`src/rtl/ebpc_pkg.sv`:
```
// package for the external bus pin control block
// assumes a single 200 MHz machine clock domain
package ebpc_pkg;
  // ----------------------------------------------------------------
  // register indices (byte address is four times the index)
  // ----------------------------------------------------------------
  localparam logic [9:0] IDX_AUTO_WAIT = 10'h0a5;
  localparam logic [9:0] IDX_ADDR_PIN  = 10'h0a6;
  localparam logic [9:0] IDX_SIG_SEL   = 10'h0a7;
  localparam int         AXI_AW        = 12;
  // ----------------------------------------------------------------
  // field positions
  // ----------------------------------------------------------------
  localparam int IO_WAIT_LSB = 6;
  localparam int UP_WAIT_LSB = 4;
  localparam int LO_WAIT_LSB = 0;
  localparam int LO_SIZE_BIT = 6;
  localparam int WR_EN_BIT   = 5;
  localparam int UP_SIZE_BIT = 4;
  localparam int IO_SIZE_BIT = 3;
  localparam int HOLD_BIT    = 2;
  localparam int RDY_BIT     = 1;
  localparam int CLK_BIT     = 0;
  // ----------------------------------------------------------------
  // reset values and read-back
  // ----------------------------------------------------------------
  localparam logic [7:0]  AUTO_WAIT_RST = 8'h30;
  localparam logic [7:0]  ADDR_PIN_RST  = 8'h00;
  localparam logic [7:0]  SIG_SEL_RST   = 8'h00;
  localparam logic [31:0] READ_ONES     = 32'h0000_00ff;
  localparam logic [1:0]  RESP_OKAY     = 2'h0;
  localparam logic [1:0]  RESP_SLVERR   = 2'h2;
  // ----------------------------------------------------------------
  // address areas
  // ----------------------------------------------------------------
  localparam logic [23:0] IO_FIRST = 24'h00_00c0;
  localparam logic [23:0] IO_LAST  = 24'h00_00ff;
  localparam logic [23:0] LO_FIRST = 24'h00_2000;
  localparam logic [23:0] LO_LAST  = 24'h7f_ffff;
  localparam logic [23:0] UP_FIRST = 24'h80_0000;
  // ----------------------------------------------------------------
  // strap capture after reset release
  // ----------------------------------------------------------------
  typedef enum logic [3:0] {
    BOOT_S0  = 4'b0001,
    BOOT_S1  = 4'b0010,
    BOOT_LD  = 4'b0100,
    BOOT_RUN = 4'b1000
  } boot_t;
endpackage

```
`src/rtl/area_cfg_if.sv`:
```
// carrier between the register bank and the area decoder
// assumes both ends on mclk
`timescale 1ns/1ps
`default_nettype none
interface area_cfg_if;
  logic [1:0]  io_wait;
  logic [1:0]  up_wait;
  logic [1:0]  lo_wait;
  logic        io_size;
  logic        up_size;
  logic        lo_size;
  logic        bus16;
  logic [23:0] addr;
  logic        req;
  logic [1:0]  wait_cnt;
  logic        narrow;
  logic        ext_area;
  modport cfg (output io_wait, up_wait, lo_wait, io_size, up_size, lo_size,
               output bus16, addr, req, input wait_cnt, narrow, ext_area);
  modport dec (input io_wait, up_wait, lo_wait, io_size, up_size, lo_size,
               input bus16, addr, req, output wait_cnt, narrow, ext_area);
endinterface
`default_nettype wire

```
`src/rtl/area_wait_decode.sv`:
```
// area decoder: wait count and bus width for one access address
// assumes config fields are stable flops on mclk
`timescale 1ns/1ps
`default_nettype none
module area_wait_decode (
  input  wire logic mclk,
  input  wire logic nrst,
  area_cfg_if.dec   cfg
);
  logic in_io;
  logic in_lo;
  logic in_up;

  assign in_io = cfg.addr >= ebpc_pkg::IO_FIRST && cfg.addr <= ebpc_pkg::IO_LAST;
  assign in_lo = cfg.addr >= ebpc_pkg::LO_FIRST && cfg.addr <= ebpc_pkg::LO_LAST;
  assign in_up = cfg.addr >= ebpc_pkg::UP_FIRST;

  // ----------------------------------------------------------------
  // lookup, result held until the next request
  // ----------------------------------------------------------------
  always_ff @(posedge mclk or negedge nrst) begin
    if (!nrst) begin
      cfg.wait_cnt <= 2'h0;
      cfg.narrow   <= 1'b0;
      cfg.ext_area <= 1'b0;
    end else if (cfg.req) begin
      cfg.ext_area <= in_io | in_lo | in_up;
      if (in_io) begin
        cfg.wait_cnt <= cfg.io_wait;
        cfg.narrow   <= ~cfg.bus16 | cfg.io_size;
      end else if (in_up) begin
        cfg.wait_cnt <= cfg.up_wait;
        cfg.narrow   <= ~cfg.bus16 | cfg.up_size;
      end else if (in_lo) begin
        cfg.wait_cnt <= cfg.lo_wait;
        cfg.narrow   <= ~cfg.bus16 | cfg.lo_size;
      end else begin
        // internal space: no automatic wait, width follows the bus mode
        cfg.wait_cnt <= 2'h0;
        cfg.narrow   <= ~cfg.bus16;
      end
    end
  end
endmodule
`default_nettype wire

```
`src/rtl/ext_bus_pin_ctrl.sv`:
```
// external bus pin control: three write-only byte registers on AXI4-Lite
// assumes straps and pins are asynchronous; acc_* and hold_grant are on mclk
//
// The implementer's own choice: the AXI4-Lite slave port.
`timescale 1ns/1ps
`default_nettype none
// What this block does
// io area c0..ff gets 0 to 3 auto waits from its two-bit field.
// upper area 800000..ffffff gets 0 to 3 waits, field resets to 11.
// lower area 2000..7fffff gets 0 to 3 waits, field resets to 00.
// each upper address enable bit turns pin a23..a16 into address output.
// single-chip mode blocks pin register writes and forces all pins to ports.
// pin registers are write-only, read all ones, address enables reset to zero.
// lower area is 16-bit when its size bit is 0 on a 16-bit bus, else 8-bit.
// upper size bit resets to 1 in vector modes 0 and 2, else 0.
// io area is 16-bit when its size bit is 0 on a 16-bit bus, else 8-bit.
// write strobe enable drives both strobes in 16-bit mode, one in 8-bit.
// in 8-bit mode the high strobe pin stays a port.
// hold enable passes hold request in and drives hold acknowledge out.
// ready enable honours external ready, otherwise ready is ignored.
// clock enable drives the bus clock on the clock pin.
// outside devices tolerate programmed waits; software programs first.
// writes reach pin functions next cycle; contents change only by write, reset or the strap load of the upper size bit.
module ext_bus_pin_ctrl (
  input  wire logic        mclk,
  input  wire logic        nrst,
  input  wire logic [11:0] s_axi_awaddr,
  input  wire logic        s_axi_awvalid,
  output logic             s_axi_awready,
  input  wire logic [31:0] s_axi_wdata,
  input  wire logic [3:0]  s_axi_wstrb,
  input  wire logic        s_axi_wvalid,
  output logic             s_axi_wready,
  output logic [1:0]       s_axi_bresp,
  output logic             s_axi_bvalid,
  input  wire logic        s_axi_bready,
  input  wire logic [11:0] s_axi_araddr,
  input  wire logic        s_axi_arvalid,
  output logic             s_axi_arready,
  output logic [31:0]      s_axi_rdata,
  output logic [1:0]       s_axi_rresp,
  output logic             s_axi_rvalid,
  input  wire logic        s_axi_rready,
  input  wire logic        single_chip_pin,
  input  wire logic        bus16_pin,
  input  wire logic [1:0]  vector_mode_pin,
  input  wire logic        hold_request_in,
  input  wire logic        ext_ready_pin,
  input  wire logic        hold_grant,
  input  wire logic [23:0] acc_addr,
  input  wire logic        acc_req,
  output logic [1:0]       acc_wait,
  output logic             acc_narrow,
  output logic             acc_ext_area,
  output logic [7:0]       addr_pin_enable,
  output logic             wrl_strobe_enable,
  output logic             wrh_strobe_enable,
  output logic             hold_pins_enable,
  output logic             hold_request_out,
  output logic             hold_ack_out_n,
  output logic             ready_pin_enable,
  output logic             ext_ready_out,
  output logic             bus_clk_out,
  output logic             bus_clk_oe
);
  // ----------------------------------------------------------------
  // declarations
  // ----------------------------------------------------------------
  logic [5:0]          sync1_reg;
  logic [5:0]          sync2_reg;
  logic                single_chip;
  logic                bus16;
  logic [1:0]          vec_mode;
  logic                hold_req_s;
  logic                rdy_s;
  logic                ext_mode;
  ebpc_pkg::boot_t     boot_reg;
  logic [7:0]          auto_wait_reg;
  logic [7:0]          addr_pin_reg;
  logic [7:0]          sig_sel_reg;
  logic [9:0]          aw_idx_reg;
  logic [7:0]          wbyte_reg;
  logic                wlane_reg;
  logic                wr_commit;
  logic                aw_hit;
  logic                ar_hit;
  logic [9:0]          ar_idx;
  logic                clk_toggle_reg;
  area_cfg_if          cfg_bus ();

  // ----------------------------------------------------------------
  // pin synchronisers
  // ----------------------------------------------------------------
  // straps are sampled continuously; changing them at run time is legal
  // but only the upper size bit is derived from the vector mode, once
  always_ff @(posedge mclk or negedge nrst) begin
    if (!nrst) begin
      sync1_reg <= 6'h00;
      sync2_reg <= 6'h00;
    end else begin
      sync1_reg <= {single_chip_pin, bus16_pin, vector_mode_pin,
                    hold_request_in, ext_ready_pin};
      sync2_reg <= sync1_reg;
    end
  end

  assign single_chip = sync2_reg[5];
  assign bus16       = sync2_reg[4];
  assign vec_mode    = sync2_reg[3:2];
  assign hold_req_s  = sync2_reg[1];
  assign rdy_s       = sync2_reg[0];
  assign ext_mode    = ~single_chip;

  // ----------------------------------------------------------------
  // strap capture sequence
  // ----------------------------------------------------------------
  // two edges fill the synchroniser, the third loads the strap value
  always_ff @(posedge mclk or negedge nrst) begin
    if (!nrst) begin
      boot_reg <= ebpc_pkg::BOOT_S0;
    end else begin
      case (boot_reg)
        ebpc_pkg::BOOT_S0:  boot_reg <= ebpc_pkg::BOOT_S1;
        ebpc_pkg::BOOT_S1:  boot_reg <= ebpc_pkg::BOOT_LD;
        ebpc_pkg::BOOT_LD:  boot_reg <= ebpc_pkg::BOOT_RUN;
        ebpc_pkg::BOOT_RUN: boot_reg <= ebpc_pkg::BOOT_RUN;
        default:            boot_reg <= ebpc_pkg::BOOT_S0;
      endcase
    end
  end

  // ----------------------------------------------------------------
  // axi4-lite write channel
  // ----------------------------------------------------------------
  // ready low means the beat is held; commit once both are held
  assign wr_commit = ~s_axi_awready & ~s_axi_wready & ~s_axi_bvalid;
  assign aw_hit    = aw_idx_reg == ebpc_pkg::IDX_AUTO_WAIT
                   || aw_idx_reg == ebpc_pkg::IDX_ADDR_PIN
                   || aw_idx_reg == ebpc_pkg::IDX_SIG_SEL;

  always_ff @(posedge mclk or negedge nrst) begin
    if (!nrst) begin
      s_axi_awready <= 1'b1;
      aw_idx_reg    <= 10'h000;
    end else if (s_axi_awvalid && s_axi_awready) begin
      s_axi_awready <= 1'b0;
      aw_idx_reg    <= s_axi_awaddr[11:2];
    end else if (s_axi_bvalid && s_axi_bready) begin
      s_axi_awready <= 1'b1;
    end
  end

  always_ff @(posedge mclk or negedge nrst) begin
    if (!nrst) begin
      s_axi_wready <= 1'b1;
      wbyte_reg    <= 8'h00;
      wlane_reg    <= 1'b0;
    end else if (s_axi_wvalid && s_axi_wready) begin
      s_axi_wready <= 1'b0;
      wbyte_reg    <= s_axi_wdata[7:0];
      wlane_reg    <= s_axi_wstrb[0];
    end else if (s_axi_bvalid && s_axi_bready) begin
      s_axi_wready <= 1'b1;
    end
  end

  always_ff @(posedge mclk or negedge nrst) begin
    if (!nrst) begin
      s_axi_bvalid <= 1'b0;
      s_axi_bresp  <= ebpc_pkg::RESP_OKAY;
    end else if (wr_commit) begin
      s_axi_bvalid <= 1'b1;
      s_axi_bresp  <= aw_hit ? ebpc_pkg::RESP_OKAY : ebpc_pkg::RESP_SLVERR;
    end else if (s_axi_bready) begin
      s_axi_bvalid <= 1'b0;
    end
  end

  // ----------------------------------------------------------------
  // configuration registers
  // ----------------------------------------------------------------
  // contents change only by reset, a committed write with byte lane 0 set, or the strap load of the upper size bit
  always_ff @(posedge mclk or negedge nrst) begin
    if (!nrst) begin
      auto_wait_reg <= ebpc_pkg::AUTO_WAIT_RST;
    end else if (wr_commit && wlane_reg && aw_idx_reg == ebpc_pkg::IDX_AUTO_WAIT) begin
      auto_wait_reg <= wbyte_reg;
    end
  end

  always_ff @(posedge mclk or negedge nrst) begin
    if (!nrst) begin
      addr_pin_reg <= ebpc_pkg::ADDR_PIN_RST;
    end else if (wr_commit && wlane_reg && ext_mode
                 && aw_idx_reg == ebpc_pkg::IDX_ADDR_PIN) begin
      addr_pin_reg <= wbyte_reg;
    end
  end

  // a software write in the strap-load cycle wins over the strap
  always_ff @(posedge mclk or negedge nrst) begin
    if (!nrst) begin
      sig_sel_reg <= ebpc_pkg::SIG_SEL_RST;
    end else if (wr_commit && wlane_reg && ext_mode
                 && aw_idx_reg == ebpc_pkg::IDX_SIG_SEL) begin
      sig_sel_reg <= wbyte_reg;
    end else if (boot_reg == ebpc_pkg::BOOT_LD) begin
      sig_sel_reg[ebpc_pkg::UP_SIZE_BIT] <= ~vec_mode[0];
    end
  end

  // ----------------------------------------------------------------
  // axi4-lite read channel
  // ----------------------------------------------------------------
  // every register is write-only, so reads never expose contents
  assign ar_idx = s_axi_araddr[11:2];
  assign ar_hit = ar_idx == ebpc_pkg::IDX_AUTO_WAIT
               || ar_idx == ebpc_pkg::IDX_ADDR_PIN
               || ar_idx == ebpc_pkg::IDX_SIG_SEL;

  always_ff @(posedge mclk or negedge nrst) begin
    if (!nrst) begin
      s_axi_arready <= 1'b1;
      s_axi_rvalid  <= 1'b0;
      s_axi_rdata   <= 32'h0000_0000;
      s_axi_rresp   <= ebpc_pkg::RESP_OKAY;
    end else if (s_axi_arvalid && s_axi_arready) begin
      s_axi_arready <= 1'b0;
      s_axi_rvalid  <= 1'b1;
      s_axi_rdata   <= ar_hit ? ebpc_pkg::READ_ONES : 32'h0000_0000;
      s_axi_rresp   <= ar_hit ? ebpc_pkg::RESP_OKAY : ebpc_pkg::RESP_SLVERR;
    end else if (s_axi_rvalid && s_axi_rready) begin
      s_axi_arready <= 1'b1;
      s_axi_rvalid  <= 1'b0;
    end
  end

  // ----------------------------------------------------------------
  // area decoder
  // ----------------------------------------------------------------
  assign cfg_bus.io_wait = auto_wait_reg[ebpc_pkg::IO_WAIT_LSB +: 2];
  assign cfg_bus.up_wait = auto_wait_reg[ebpc_pkg::UP_WAIT_LSB +: 2];
  assign cfg_bus.lo_wait = auto_wait_reg[ebpc_pkg::LO_WAIT_LSB +: 2];
  assign cfg_bus.io_size = sig_sel_reg[ebpc_pkg::IO_SIZE_BIT];
  assign cfg_bus.up_size = sig_sel_reg[ebpc_pkg::UP_SIZE_BIT];
  assign cfg_bus.lo_size = sig_sel_reg[ebpc_pkg::LO_SIZE_BIT];
  assign cfg_bus.bus16   = bus16;
  assign cfg_bus.addr    = acc_addr;
  assign cfg_bus.req     = acc_req;
  assign acc_wait        = cfg_bus.wait_cnt;
  assign acc_narrow      = cfg_bus.narrow;
  assign acc_ext_area    = cfg_bus.ext_area;

  area_wait_decode u_dec (
    .mclk (mclk),
    .nrst (nrst),
    .cfg  (cfg_bus.dec)
  );

  // ----------------------------------------------------------------
  // pin function selects
  // ----------------------------------------------------------------
  // one flop stage after the register: new settings act next cycle
  always_ff @(posedge mclk or negedge nrst) begin
    if (!nrst) begin
      addr_pin_enable <= 8'h00;
    end else begin
      addr_pin_enable <= ext_mode ? addr_pin_reg : 8'h00;
    end
  end

  always_ff @(posedge mclk or negedge nrst) begin
    if (!nrst) begin
      wrl_strobe_enable <= 1'b0;
      wrh_strobe_enable <= 1'b0;
    end else begin
      wrl_strobe_enable <= ext_mode & sig_sel_reg[ebpc_pkg::WR_EN_BIT];
      wrh_strobe_enable <= ext_mode & bus16
                         & sig_sel_reg[ebpc_pkg::WR_EN_BIT];
    end
  end

  always_ff @(posedge mclk or negedge nrst) begin
    if (!nrst) begin
      hold_pins_enable <= 1'b0;
      hold_request_out <= 1'b0;
      hold_ack_out_n   <= 1'b1;
    end else begin
      hold_pins_enable <= ext_mode & sig_sel_reg[ebpc_pkg::HOLD_BIT];
      hold_request_out <= ext_mode & sig_sel_reg[ebpc_pkg::HOLD_BIT] & hold_req_s;
      hold_ack_out_n   <= ~(ext_mode & sig_sel_reg[ebpc_pkg::HOLD_BIT] & hold_grant);
    end
  end

  // with ready disabled the sequencer sees a permanent ready
  always_ff @(posedge mclk or negedge nrst) begin
    if (!nrst) begin
      ready_pin_enable <= 1'b0;
      ext_ready_out    <= 1'b1;
    end else begin
      ready_pin_enable <= ext_mode & sig_sel_reg[ebpc_pkg::RDY_BIT];
      ext_ready_out    <= (ext_mode & sig_sel_reg[ebpc_pkg::RDY_BIT]) ? rdy_s : 1'b1;
    end
  end

  // bus clock is mclk divided by two; parked low while disabled
  always_ff @(posedge mclk or negedge nrst) begin
    if (!nrst) begin
      clk_toggle_reg <= 1'b0;
      bus_clk_out    <= 1'b0;
      bus_clk_oe     <= 1'b0;
    end else begin
      clk_toggle_reg <= ~clk_toggle_reg;
      bus_clk_out    <= ext_mode & sig_sel_reg[ebpc_pkg::CLK_BIT] & clk_toggle_reg;
      bus_clk_oe     <= ext_mode & sig_sel_reg[ebpc_pkg::CLK_BIT];
    end
  end
endmodule
`default_nettype wire

```
`config.mk`:
```
export PLATFORM = sky130hd
export DESIGN_NAME = ext_bus_pin_ctrl
export DESIGN_NICKNAME = d
export VERILOG_FILES = /design/src/rtl/ebpc_pkg.sv /design/src/rtl/area_cfg_if.sv /design/src/rtl/area_wait_decode.sv /design/src/rtl/ext_bus_pin_ctrl.sv
export SDC_FILE = /design/constraint.sdc
export NUM_CORES = 1
export LEC_CHECK = 0
export BUFFER_PORTS_ARGS = -buffer_cell sky130_fd_sc_hd__buf_4
export CORE_MARGIN = 10
export CORE_UTILIZATION = 35
export CTS_BUF_LIST = sky130_fd_sc_hd__clkbuf_8
export DETAILED_ROUTE_END_ITERATION = 8
export GPL_TIMING_DRIVEN = 0
export PLACE_DENSITY = 0.67
export SYNTH_ARGS = -nofsm -noshare
export SYNTH_HDL_FRONTEND = slang
export SYNTH_HIERARCHICAL = 1
export SYNTH_SLANG_ARGS = --single-unit
```
`constraint.sdc`:
```
create_clock -name mclk -period 1.4 [get_ports mclk]
set_input_delay 0 -clock mclk [delete_from_list [all_inputs] [get_ports mclk]]
set_output_delay 0 -clock mclk [all_outputs]
set_load 0.005 [all_outputs]
```
* Word-level counts from Yosys, hierarchy flattened
Index checks and enable logic that the tools add are counted.
Widths: inputs -> output; s select.
** Cells by class
- Muxes and demuxes :: 23
- Order comparisons :: 5
- Reduce and logical (&&, ||, !) cells :: 22
- Bitwise gates (word level) :: 24
- Equality and inequality tests :: 10
** Operators with widths (number)
- $eq 10x8->1 const B :: 6
- $ge 24x14->1 const B :: 1
- $ge 24x24->1 const B :: 1
- $ge 24x8->1 const B :: 1
- $le 24x23->1 const B :: 1
- $le 24x8->1 const B :: 1
- $mux 8 :: 2
- $mux 1 :: 15
- $logic_and 1x1->1 :: 12
- $pmux 4 s3 :: 1
- $and 1x1->1 :: 11
- $mux 2 :: 5
- $reduce_bool 2->1 :: 5
- $not 1->1 :: 8
- $or 1x1->1 :: 5
- $eq 4x1->1 const B :: 1
- $eq 4x2->1 const B :: 1
- $eq 4x3->1 const B :: 1
- $eq 4x4->1 const B :: 1
- $logic_or 1x1->1 :: 4
- $reduce_or 2->1 :: 1
** Storage, ports and cells
- Bits of input ports :: 99
- Output and inout bits :: 62
- Flip-flop bits (word level) :: 121

* Logic depth before layout (Yosys ltp)
Gate-level depths: netlist of the first run.
- Depth after elaboration :: 7
- Mapped depth :: 5

* Hierarchy
Netlist of the first run, hierarchy kept.
** By module, submodules not included
- ext_bus_pin_ctrl :: area an instance 3129.3 µm², seq. area each 2011.9 µm², cells each 212, instances 1
- area_wait_decode :: area an instance 321.6 µm², seq. area each 100.1 µm², cells each 34, instances 1

* Worst setup path before layout of the first run
Ideal clock, no wire load.
- Kind :: register -> register
- Start point :: register aw_idx_reg[6]
- End point :: register sig_sel_reg[0]
- Setup time :: 125 ps
- Slack :: -85 ps
- Path buffers :: 0
- Required time :: 1275 ps
- Data arrival time :: 1361 ps
- Stages on the path, launching flop included :: 4
- Period minus slack after synthesis :: 1485 ps
- Cell sequence :: dfrtp_1 > nor4b_4 > nand4_1 > mux2_2
** Between the ends
- Longest elaborated chain between the ends :: 2
** Ends and longest elaborated chain
- from (decl) :: RTL line ext_bus_pin_ctrl.sv:81 : logic [9:0] aw_idx_reg;
- from (signal assigned) :: RTL line ext_bus_pin_ctrl.sv:147 : aw_idx_reg <= s_axi_awaddr[11:2];
- $eq 10x8->1 :: RTL line ext_bus_pin_ctrl.sv:205 : && aw_idx_reg == ebpc_pkg::IDX_SIG_SEL) begin
- $logic_and 1x1->1 :: RTL line ext_bus_pin_ctrl.sv:205
- to (signal assigned) :: RTL line ext_bus_pin_ctrl.sv:203 : sig_sel_reg <= ebpc_pkg::SIG_SEL_RST;
- to (signal assigned) :: RTL line ext_bus_pin_ctrl.sv:206 : sig_sel_reg <= wbyte_reg;
- to (signal, indexed assignment) :: RTL line ext_bus_pin_ctrl.sv:208 : sig_sel_reg[ebpc_pkg::UP_SIZE_BIT] <= ~vec_mode[0];
- to (decl) :: RTL line ext_bus_pin_ctrl.sv:80 : logic [7:0] sig_sel_reg;
Every way passes these cells.
A chain may end at the register's enable or synchronous reset.

* Worst setup path after layout of the first run
- Start point :: register aw_idx_reg[9]
- End point :: register addr_pin_reg[3]
** Between the ends
- Longest elaborated chain between the ends :: 2
** Ends and longest elaborated chain
- $eq 10x8->1 :: RTL line ext_bus_pin_ctrl.sv:195 : && aw_idx_reg == ebpc_pkg::IDX_ADDR_PIN) begin
- $logic_and 1x1->1 :: RTL line ext_bus_pin_ctrl.sv:195
- to (signal assigned) :: RTL line ext_bus_pin_ctrl.sv:193 : addr_pin_reg <= ebpc_pkg::ADDR_PIN_RST;
- to (signal assigned) :: RTL line ext_bus_pin_ctrl.sv:196 : addr_pin_reg <= wbyte_reg;
- to (decl) :: RTL line ext_bus_pin_ctrl.sv:79 : logic [7:0] addr_pin_reg;
Every way passes these cells.

==> results of run 1 <==
==> worst paths after layout <==
path                                                start                           end  slack, ns  depth (start not counted)
max in group asynchronous                            nrst      s_axi_bvalid$_DFFE_PN0P_       0.28                          2
min in group asynchronous                            nrst  addr_pin_enable[5]$_DFF_PN0_       0.40                          2
worst max-delay path            aw_idx_reg[9]$_DFFE_PN0P_   addr_pin_reg[3]$_DFFE_PN0P_      -0.13                          4
worst min-delay path                     s_axi_araddr[10]    s_axi_rresp[1]$_DFFE_PN0P_       0.01                          4
worst max register to register  aw_idx_reg[9]$_DFFE_PN0P_   addr_pin_reg[3]$_DFFE_PN0P_      -0.13                          4
worst min register to register     sync1_reg[4]$_DFF_PN0_        sync2_reg[4]$_DFF_PN0_       0.35                          0
==> where the power goes <==
| group | internal [uW] | leakage, uW | switching, uW | total, uW |
|---|---|---|---|---|
| combinational | 800 | 0.00137 | 450 | 1250 |
| clock | 689 | 0.0000920 | 852 | 1540 |
| sequential | 2830 | 0.00104 | 322 | 3150 |
| total | 4320 | 0.00250 | 1620 | 5950 |
==> synth_stat cells, types with 3 or more instances <==
cell type | count | share of area [%]
and2_1 | 3 | 0.54
nor2b_1 | 14 | 2.5
buf_4 | 33 | 7.2
nor4b_1 | 3 | 0.76
a31oi_1 | 3 | 0.54
inv_1 | 5 | 0.54
mux2_2 | 40 | 13
nor4_2 | 3 | 1.1
mux2i_1 | 5 | 1.5
nand2_1 | 9 | 0.98
dfstp_2 | 8 | 6.1
dfrtp_1 | 76 | 55
nor3_1 | 4 | 0.58
nand2b_1 | 3 | 0.54
nand3b_1 | 3 | 0.65
nor2_1 | 3 | 0.33
==> routing by layer <==
layer / up-vias / track usage, %
li1: 1147 / -
met1: 1100 / 12.2
met2: 73 / 19.2
met3: 10 / 4.11
met4: 0 / 4.07
met5: - / 0
==> through the flow <==
step                area, um2  std cells
floorplan                3540        271
global placement         4420        499
detailed placement       4420        499
CTS                      4970        551
global route             5030        556
finish                   5030        556
==> layout make-up <==
type | instances | area (um2) | area share [%]
sequential | 84 | 2110 | 42.0
multi-input combinational | 147 | 1180 | 23.6
timing repair buffer | 136 | 1110 | 22.1
buffer | 35 | 258 | 5.12
tap | 133 | 166 | 3.31
clock buffer | 10 | 138 | 2.74
clock inverter | 6 | 40.0 | 0.796
inverter | 5 | 18.8 | 0.373
==> cells by family after synthesis <==
family,after synthesis
xor gates and xnor gates,1
muxes,45
DFF,84
buffers and inverters,40
AOI/OAI and AO/OA,15
other,1
and+or+nand+nor,60
==> what timing repair did <==
| action | in CTS | in global routing |
|---|---|---|
| pin swaps | 2 | 2 |
| endpoints found under the hold margin | 110 | 0 |
| setup buffers | 3 | 5 |
| resized for setup | 4 | 7 |
| setup endpoints to repair | 30 | 35 |
| hold buffers | 33 | 0 |
==> worst max-delay path, stage by stage, from the launching register on <==
cell     delay (ns)
dfrtp_1        0.41
nor4b_4        0.26
buf_4          0.17
nand4_4        0.21
mux2_4         0.36
==> results.sh, run 1 <==
export IMPL_finalWorstSetupSlack_ns=-0.133
export IMPL_worst_slew_pin_slew_ns=1.04
export IMPL_portBuffers=95
export IMPL_clockRootBuffer="clkbuf_8"
export IMPL_cts_reportedPaths_clkPinSlew_ns=0.08
export IMPL_seq_area_frac_synth_pct=61.2
export IMPL_p_leak_uw=0.00250
export IMPL_vias=2330
export IMPL_row_count=36
export IMPL_setup_violations=21
export IMPL_synth_area_per_cell_um2=14.0
export IMPL_synth_xor_area_share_pct=0.254
export IMPL_fin_nets=517
export IMPL_initial_core_util_pct=35.6
export IMPL_clk_insertion_delay_late_ns=0.34
export IMPL_drt_met1_wl_mm=3.10
export IMPL_synthSimpleGateAreaFrac_pct=12.9
export IMPL_gp_congestion=0.688
export IMPL_crit_fanout=8
export IMPL_synth_distinct_cells=40
export IMPL_htree_levels=3
export IMPL_hold_viol=0
export IMPL_power_uw=5950
export IMPL_final_common_cell="buf_4"
export IMPL_ant_nets=0
export IMPL_place_ws_ns=-0.458
export IMPL_async_reset_ff_share_pct=100
export IMPL_crit_arrival_ns=1.76
export IMPL_cap_violations=0
export IMPL_cts_sinks=84
export IMPL_die_w_um=119
export IMPL_yosysWarnings=6
export IMPL_fin_hold_ws_ns=0.0140
export IMPL_yosys_mux_area_fraction_pct=14.5
export IMPL_drc=0
export IMPL_largest_reg_flops=10
export IMPL_synthesis_area_um2=3450
export IMPL_fin_crit_sh_pct=109
export IMPL_synth_edf_count=0
export IMPL_nFillCells=840
export IMPL_hpwlAfterDp_mm=5.65
export IMPL_fin_crit_ns=1.53
export IMPL_grtUsageTotal_pct=11.1
export IMPL_timing_fmax_ghz=0.652
export IMPL_cts_tree="yes"
export IMPL_ys_ff_latch=84
export IMPL_mostFrequentLayoutCells="buf_4, dfrtp_1, mux2_2, dlygate4sd3_1, conb_1"
export IMPL_worst_setup_path_start_kind="register"
export IMPL_areaGrowthSynthToFinish_pct=45.8
export IMPL_drt_first_pass_iters=3
export IMPL_antenna_found_initial=0
export IMPL_p_per_area_nw_per_um2=1180
export IMPL_grt_pass1_vias=2619
export IMPL_synthCells=246
export IMPL_met3_length_um=626
export IMPL_viasPerCell=4.19
export IMPL_grt_pass1_wl_mm=12.9
export IMPL_ios=161
export IMPL_gr_total_overflow=0
export IMPL_end_kind="register"
export IMPL_fp_dieArea_um2=14200
export IMPL_status="complete, but fails checks"
export IMPL_synth_top_family_by_area="multiplexers"
export IMPL_hold_class="input port to register"
export IMPL_crit_type="register to register"
export IMPL_wl_met2_mm=4.02
export IMPL_num_antenna_cells=0
export IMPL_cts_buffers_inserted=9
export IMPL_synth_adder_area_share_pct=0
export IMPL_drive_above_1_share_pct=51.3
export IMPL_drtIter0Drc=69
export IMPL_core_area_um2=9680
export IMPL_totalNegativeSetupSlack_ns=-1.93
export IMPL_wl_mm=7.86
export IMPL_slew_headroom_pct=30.4
export IMPL_top_layer="met4"
export IMPL_cp_required_ns=1.63
export IMPL_drv_slew=0
export IMPL_violations="setup timing"
export IMPL_final_core_util_pct=51.9
export IMPL_grt_max_degree=85
export IMPL_postSynth_topFlopCell="dfrtp_1"
export IMPL_fin_skew_ns=0.00638
export IMPL_vdd_drop_max_mv=0.823
export IMPL_synth_compound_area_share_pct=3.05
export IMPL_wl_per_cell_um=14.1
export IMPL_cts_buffer_depth=2
export IMPL_rsz0062_at_grt="true"
export IMPL_fp_dieH_um=119
Power figures use the tool's default switching activity.
==> run 2: changes to the inputs <==
Settings changed: CELL_PAD_IN_SITES_DETAIL_PLACEMENT set to 1, CELL_PAD_IN_SITES_GLOBAL_PLACEMENT set to 1, CORE_UTILIZATION 35 to 25, PLACE_DENSITY 0.67 to 0.63.
==> run 2 against run 1 <==
The run ends with hold timing, setup timing left. Combinational power is 6% lower. Worst hold slack worse by 0.016 ns. Flip-flop and latch count stayed put. Core utilization is 14 points lower. Non-clock buffer count is 2 lower. Largest power group unchanged. First-iteration DRC count is 32% lower. Critical path type unchanged.
==> results.sh, run 2 (synthesized netlist as in run 1, its figures left out) <==
export IMPL_initial_core_util_pct=25.8
export IMPL_worst_slew_pin_slew_ns=1.05
export IMPL_p_int_uw=4500
export IMPL_crit_buf_inv=2
export IMPL_setup_violations=21
export IMPL_worst_setup_path_start_kind="register"
export IMPL_p_leak_uw=0.00250
export IMPL_viasPerCell=3.96
export IMPL_fp_dieH_um=137
export IMPL_fin_crit_ns=1.51
export IMPL_status="complete, but fails checks"
export IMPL_clk_insertion_delay_late_ns=0.36
export IMPL_cap_violations=0
export IMPL_grt_max_degree=85
export IMPL_grt_pass1_wl_mm=13.9
export IMPL_hold_viol=1
export IMPL_grtUsageTotal_pct=9.39
export IMPL_timing_fmax_ghz=0.661
export IMPL_final_core_util_pct=37.9
export IMPL_fin_crit_sh_pct=108
export IMPL_seqPwrFrac_pct=52.1
export IMPL_nFillCells=1476
export IMPL_cts_tree="yes"
export IMPL_cts_reportedPaths_clkPinSlew_ns=0.09
export IMPL_gr_total_overflow=0
export IMPL_power_switching_uw=1590
export IMPL_crit_fanout=7
export IMPL_row_count=42
export IMPL_drc=0
export IMPL_path_cells="nor4b_4 -> buf_4 -> nand4_1 -> buf_6 -> mux2_2"
export IMPL_cts_sinks=84
export IMPL_hpwlAfterDp_mm=6.41
export IMPL_vias=2366
export IMPL_wl_per_cell_um=14.2
export IMPL_crit_arrival_ns=1.76
export IMPL_mostFrequentLayoutCells="buf_4, dfrtp_1, mux2_2, dlygate4sd3_1, conb_1"
export IMPL_portBuffers=95
export IMPL_antenna_found_initial=0
export IMPL_grt_pass1_vias=2764
export IMPL_drive_above_1_share_pct=50.6
export IMPL_cts_buffers_inserted=9
export IMPL_violations="hold timing, setup timing"
export IMPL_cp_required_ns=1.65
export IMPL_fin_hold_ws_ns=-0.00191
export IMPL_ant_nets=0
export IMPL_finalWorstSetupSlack_ns=-0.114
export IMPL_areaGrowthSynthToFinish_pct=47.4
export IMPL_cpPeakStageDelay_ns=0.41
export IMPL_num_antenna_cells=0
export IMPL_p_per_area_nw_per_um2=1200
export IMPL_gp_congestion=0.697
export IMPL_place_area_um2=4480
export IMPL_ios=161
export IMPL_vdd_drop_max_mv=0.705
export IMPL_wl_mm=8.50
export IMPL_clockRootBuffer="clkbuf_8"
export IMPL_slew_headroom_pct=30.0
export IMPL_power_uw=6100
export IMPL_fin_skew_ns=0.0122
export IMPL_final_common_cell="buf_4"
export IMPL_p_comb_share_pct=19.3
export IMPL_largest_reg_flops=10
export IMPL_drtIter0Drc=47
export IMPL_end_kind="register"
export IMPL_crit_type="register to register"
export IMPL_hold_class="input port to register"
export IMPL_drt_first_pass_iters=4
export IMPL_critPathTopFamily="flip-flops"
export IMPL_drv_slew=0
export IMPL_p_clk_share_pct=28.6
export IMPL_fp_dieArea_um2=18900
export IMPL_htree_levels=3
export IMPL_fin_nets=515
export IMPL_switching_share_pct=26.1
export IMPL_core_area_um2=13400
export IMPL_stdcell_area_um2=5080
export IMPL_rsz0062_at_grt="true"
export IMPL_place_ws_ns=-0.541
export IMPL_die_w_um=137
export IMPL_cp_slowest_cell="dfrtp_1"
export IMPL_cts_buffer_depth=2
## run 2: cell count changes in the layout (fill, tap and decap cells not counted), sizes merged
cell / before / now
inv: 5 / 6
clkinv: 5 / 2
buf: 137 / 135
clkbuf: 11 / 12
bufinv: 0 / 1
## run 2: power groups by stage
| stage | Combinational (uW) | Clock [uW] | Sequential [uW] |
|---|---|---|---|
| 2_1_floorplan | 642 | 0 | 3130 |
| 3_3_place_gp | 1000 | 0 | 3210 |
| 3_5_place_dp | 1040 | 0 | 3230 |
| 4_1_cts | 1200 | 1830 | 3180 |
| 5_1_grt | 1310 | 1960 | 3260 |
| 6_report | 1180 | 1740 | 3170 |
## run 2: what timing repair did
item / 4_1_cts / 5_1_grt
endpoints found under the hold margin: 110 / 0
hold buffers: 34 / 0
pin swaps: 5 / 2
gates resized for setup: 7 / 2
setup buffers: 5 / 1
setup endpoints to repair: 30 / 25
## run 2: final timing paths
kind | slack [ns] | from | to | depth (start not counted)
worst max-delay path | -0.11 | aw_idx_reg[6]$_DFFE_PN0P_ | sig_sel_reg[3]$_DFFE_PN0P_ | 5
worst min-delay path | -0.002 | s_axi_araddr[10] | s_axi_rresp[1]$_DFFE_PN0P_ | 4
worst max register to register | -0.11 | aw_idx_reg[6]$_DFFE_PN0P_ | sig_sel_reg[3]$_DFFE_PN0P_ | 5
worst min register to register | 0.35 | sync1_reg[4]$_DFF_PN0_ | sync2_reg[4]$_DFF_PN0_ | 0
max in group asynchronous | 0.28 | nrst | s_axi_bvalid$_DFFE_PN0P_ | 2
min in group asynchronous | 0.38 | nrst | addr_pin_reg[3]$_DFFE_PN0P_ | 2
## run 2: worst register-to-register path: stages (launching register included)
cell	delay, ns
dfrtp_1	0.41
nor4b_4	0.27
buf_4	0.18
nand4_1	0.10
buf_6	0.18
mux2_2	0.28
## run 2: area by class of cell
type	instances	area (um2)	area share, %
Sequential cell	84	2110	41.6
Multi-Input combinational cell	147	1180	23.1
Timing Repair Buffer	134	1100	21.6
Buffer	35	258	5.07
Tap cell	176	220	4.33
Clock buffer	11	151	2.98
Clock inverter	5	51.3	1.01
Inverter	5	18.8	0.369
## run 2: layer usage
metal  vias to the layer above  routed length, um  GRT usage [%]
met4                         0                 57           1.93
met5                         -                  0              0
li1                       1140                  -              -
met1                      1149               3310           10.2
met2                        71               4390           16.1
met3                         6                747           4.66
## run 2: stage by stage
step                      std cells  TNS, ns
final                           597    -1.87
after global routing            597    -3.58
after CTS                       597    -2.07
after detailed placement        542    -8.78
after floorplan                 271   -0.829
after global placement          542    -7.87
==> run 3: changes to the inputs <==
Settings changed: PLACE_DENSITY 0.63 to 0.61.
Clock period 1.4 ns to 1.5 ns, I/O delays scaled along.
==> run 3 against run 2 <==
The flow finishes with violations (setup timing). Count of clock-buffer cells in the layout is 1 lower. Flip-flop and latch count stayed put. Global-route usage is 0.17 points lower. Worst setup slack better by 0.092 ns. Die area stayed put. Sequential share of layout area is 0.13 points higher. Worst hold slack better by 0.010 ns. Via count is 1.6% higher. Maximum frequency is 0.54% lower. Core utilization is 0.12 points lower. Total power is 9.9% lower. Largest power group unchanged.
==> results.sh, run 3 (synthesized netlist as in run 1, its figures left out) <==
export IMPL_cts_reportedPaths_clkPinSlew_ns=0.08
export IMPL_drc=0
export IMPL_grtUsageTotal_pct=9.22
export IMPL_htree_levels=3
export IMPL_final_common_cell="buf_4"
export IMPL_gp_congestion=0.721
export IMPL_finalWorstSetupSlack_ns=-0.0221
export IMPL_cts_hold_fix_buffers=37
export IMPL_fp_dieArea_um2=18900
export IMPL_num_antenna_cells=0
export IMPL_areaGrowthSynthToFinish_pct=46.9
export IMPL_largest_reg_flops=10
export IMPL_fp_dieH_um=137
export IMPL_crit_type="register to register"
export IMPL_cts_buffers_inserted=9
export IMPL_rr_worst_depth=4
export IMPL_p_leak_uw=0.00249
export IMPL_vias=2405
export IMPL_cap_violations=0
export IMPL_ant_nets=0
export IMPL_antenna_found_initial=0
export IMPL_dp_cells=542
export IMPL_grt_pass1_wl_mm=13.6
export IMPL_rsz0062_at_grt="true"
export IMPL_violations="setup timing"
export IMPL_min_path_cells=4
export IMPL_cts_buffer_depth=2
export IMPL_grt_pass1_vias=2655
export IMPL_clk_insertion_delay_late_ns=0.35
export IMPL_fin_crit_sh_pct=101
export IMPL_drive_above_1_share_pct=49.3
export IMPL_clockRootBuffer="clkbuf_8"
export IMPL_crit_arrival_ns=1.76
export IMPL_portBuffers=95
export IMPL_cts_tree="yes"
export IMPL_grt_max_degree=85
export IMPL_row_count=42
export IMPL_cts_sinks=84
export IMPL_status="complete, but fails checks"
export IMPL_fin_skew_ns=0.00948
export IMPL_worst_setup_path_start_kind="register"
export IMPL_vdd_drop_max_mv=0.705
export IMPL_setup_violations=9
export IMPL_p_per_area_nw_per_um2=1080
export IMPL_worst_slew_pin_slew_ns=1.06
export IMPL_totalNegativeSetupSlack_ns=-0.137
export IMPL_ios=161
export IMPL_end_kind="register"
export IMPL_fin_crit_ns=1.52
export IMPL_crit_fanout=7
export IMPL_drt_first_pass_iters=3
export IMPL_drv_slew=0
export IMPL_wl_mm=8.64
export IMPL_hold_viol=0
export IMPL_slew_headroom_pct=29.4
export IMPL_drtIter0Drc=47
export IMPL_wl_per_cell_um=14.4
export IMPL_timing_fmax_ghz=0.657
export IMPL_mostFrequentLayoutCells="buf_4, dfrtp_1, mux2_2, dlygate4sd3_1, conb_1"
export IMPL_instances_no_fill=598
export IMPL_cp_required_ns=1.74
export IMPL_core_area_um2=13400
export IMPL_initial_core_util_pct=25.8
export IMPL_die_w_um=137
export IMPL_hpwlAfterDp_mm=6.35
export IMPL_fin_nets=516
export IMPL_hold_class="input port to register"
export IMPL_viasPerCell=4.02
export IMPL_gr_total_overflow=0
[run 3: cell count changes in the layout (fill, tap and decap cells not counted)]
cell and change:
buf_4 -3, bufinv_16 -1, clkbuf_1 +1, clkbuf_2 -1, clkbuf_8 -1, clkinv_2 +2
dlygate4sd3_1 +4, nand2_1 +2, nand2_2 -2, nor4_1 -1, nor4_2 +1
[run 3: per-layer routing]
metal  routed length [um]  vias up  share of wire, %  global-route usage [%]
li1                     -     1138                 -                       -
met1                 3280     1189                38                    9.85
met2                 4490       72                52                    16.0
met3                  808        6               9.4                    4.73
met4                   62        0              0.72                    1.76
met5                    0        -                 0                       0
[run 3: stage by stage]
step / cell area, um2 / setup slack (ns) / hold slack (ns) / power, uW / util [%]
2_1_floorplan: 3540 / 0.0146 / -0.296 / 3520 / -
3_3_place_gp: 4480 / -0.368 / 0.110 / 3940 / 33.4
3_5_place_dp: 4480 / -0.372 / 0.111 / 4000 / 33.4
4_1_cts: 5060 / -0.0142 / -0.0155 / 5590 / 37.8
5_1_grt: 5070 / -0.0856 / -0.00579 / 5850 / 37.8
6_report: 5070 / -0.0221 / 0.00822 / 5490 / 37.8
[run 3: timing repair]
| item | 4_1_cts | 5_1_grt |
|---|---|---|
| gates resized for setup | 5 | 1 |
| pin swaps | 4 | 3 |
| buffers inserted | 3 | 0 |
| hold endpoints to repair | 111 | 1 |
| setup endpoints to repair | 21 | 28 |
[run 3: final timing paths]
kind | slack, ns | from | endpoint
max | -0.02 | s_axi_wready$_DFFE_PN1P_ | sig_sel_reg[4]$_DFFE_PN0P_
min | 0.008 | s_axi_araddr[11] | s_axi_rresp[1]$_DFFE_PN0P_
max reg2reg | -0.02 | s_axi_wready$_DFFE_PN1P_ | sig_sel_reg[4]$_DFFE_PN0P_
min reg2reg | 0.34 | sync1_reg[4]$_DFF_PN0_ | sync2_reg[4]$_DFF_PN0_
max in group asynchronous | 0.37 | nrst | s_axi_bvalid$_DFFE_PN0P_
min in group asynchronous | 0.38 | nrst | wbyte_reg[3]$_DFFE_PN0P_
[run 3: area by class of cell]
class | count | area (um2)
clock buffers | 10 | 138
multi-input cells | 147 | 1180
well taps | 176 | 220
plain buffers | 35 | 256
repair buffers | 135 | 1110
clock inverters | 6 | 31.3
fillers | 1464 | 8330
inverters | 5 | 18.8
flip-flops and latches | 84 | 2110
[run 3: worst max-delay path: stages (launching register included)]
cell	delay (ns)
dfstp_2	0.41
nor4b_4	0.39
nand4_1	0.17
buf_6	0.18
mux2_2	0.27
[run 3: where the power goes]
part / switching [uW] / leakage [uW] / internal [uW]
combinational: 390 / 0.00135 / 709
clock: 780 / 0.0000930 / 629
sequential: 335 / 0.00104 / 2640
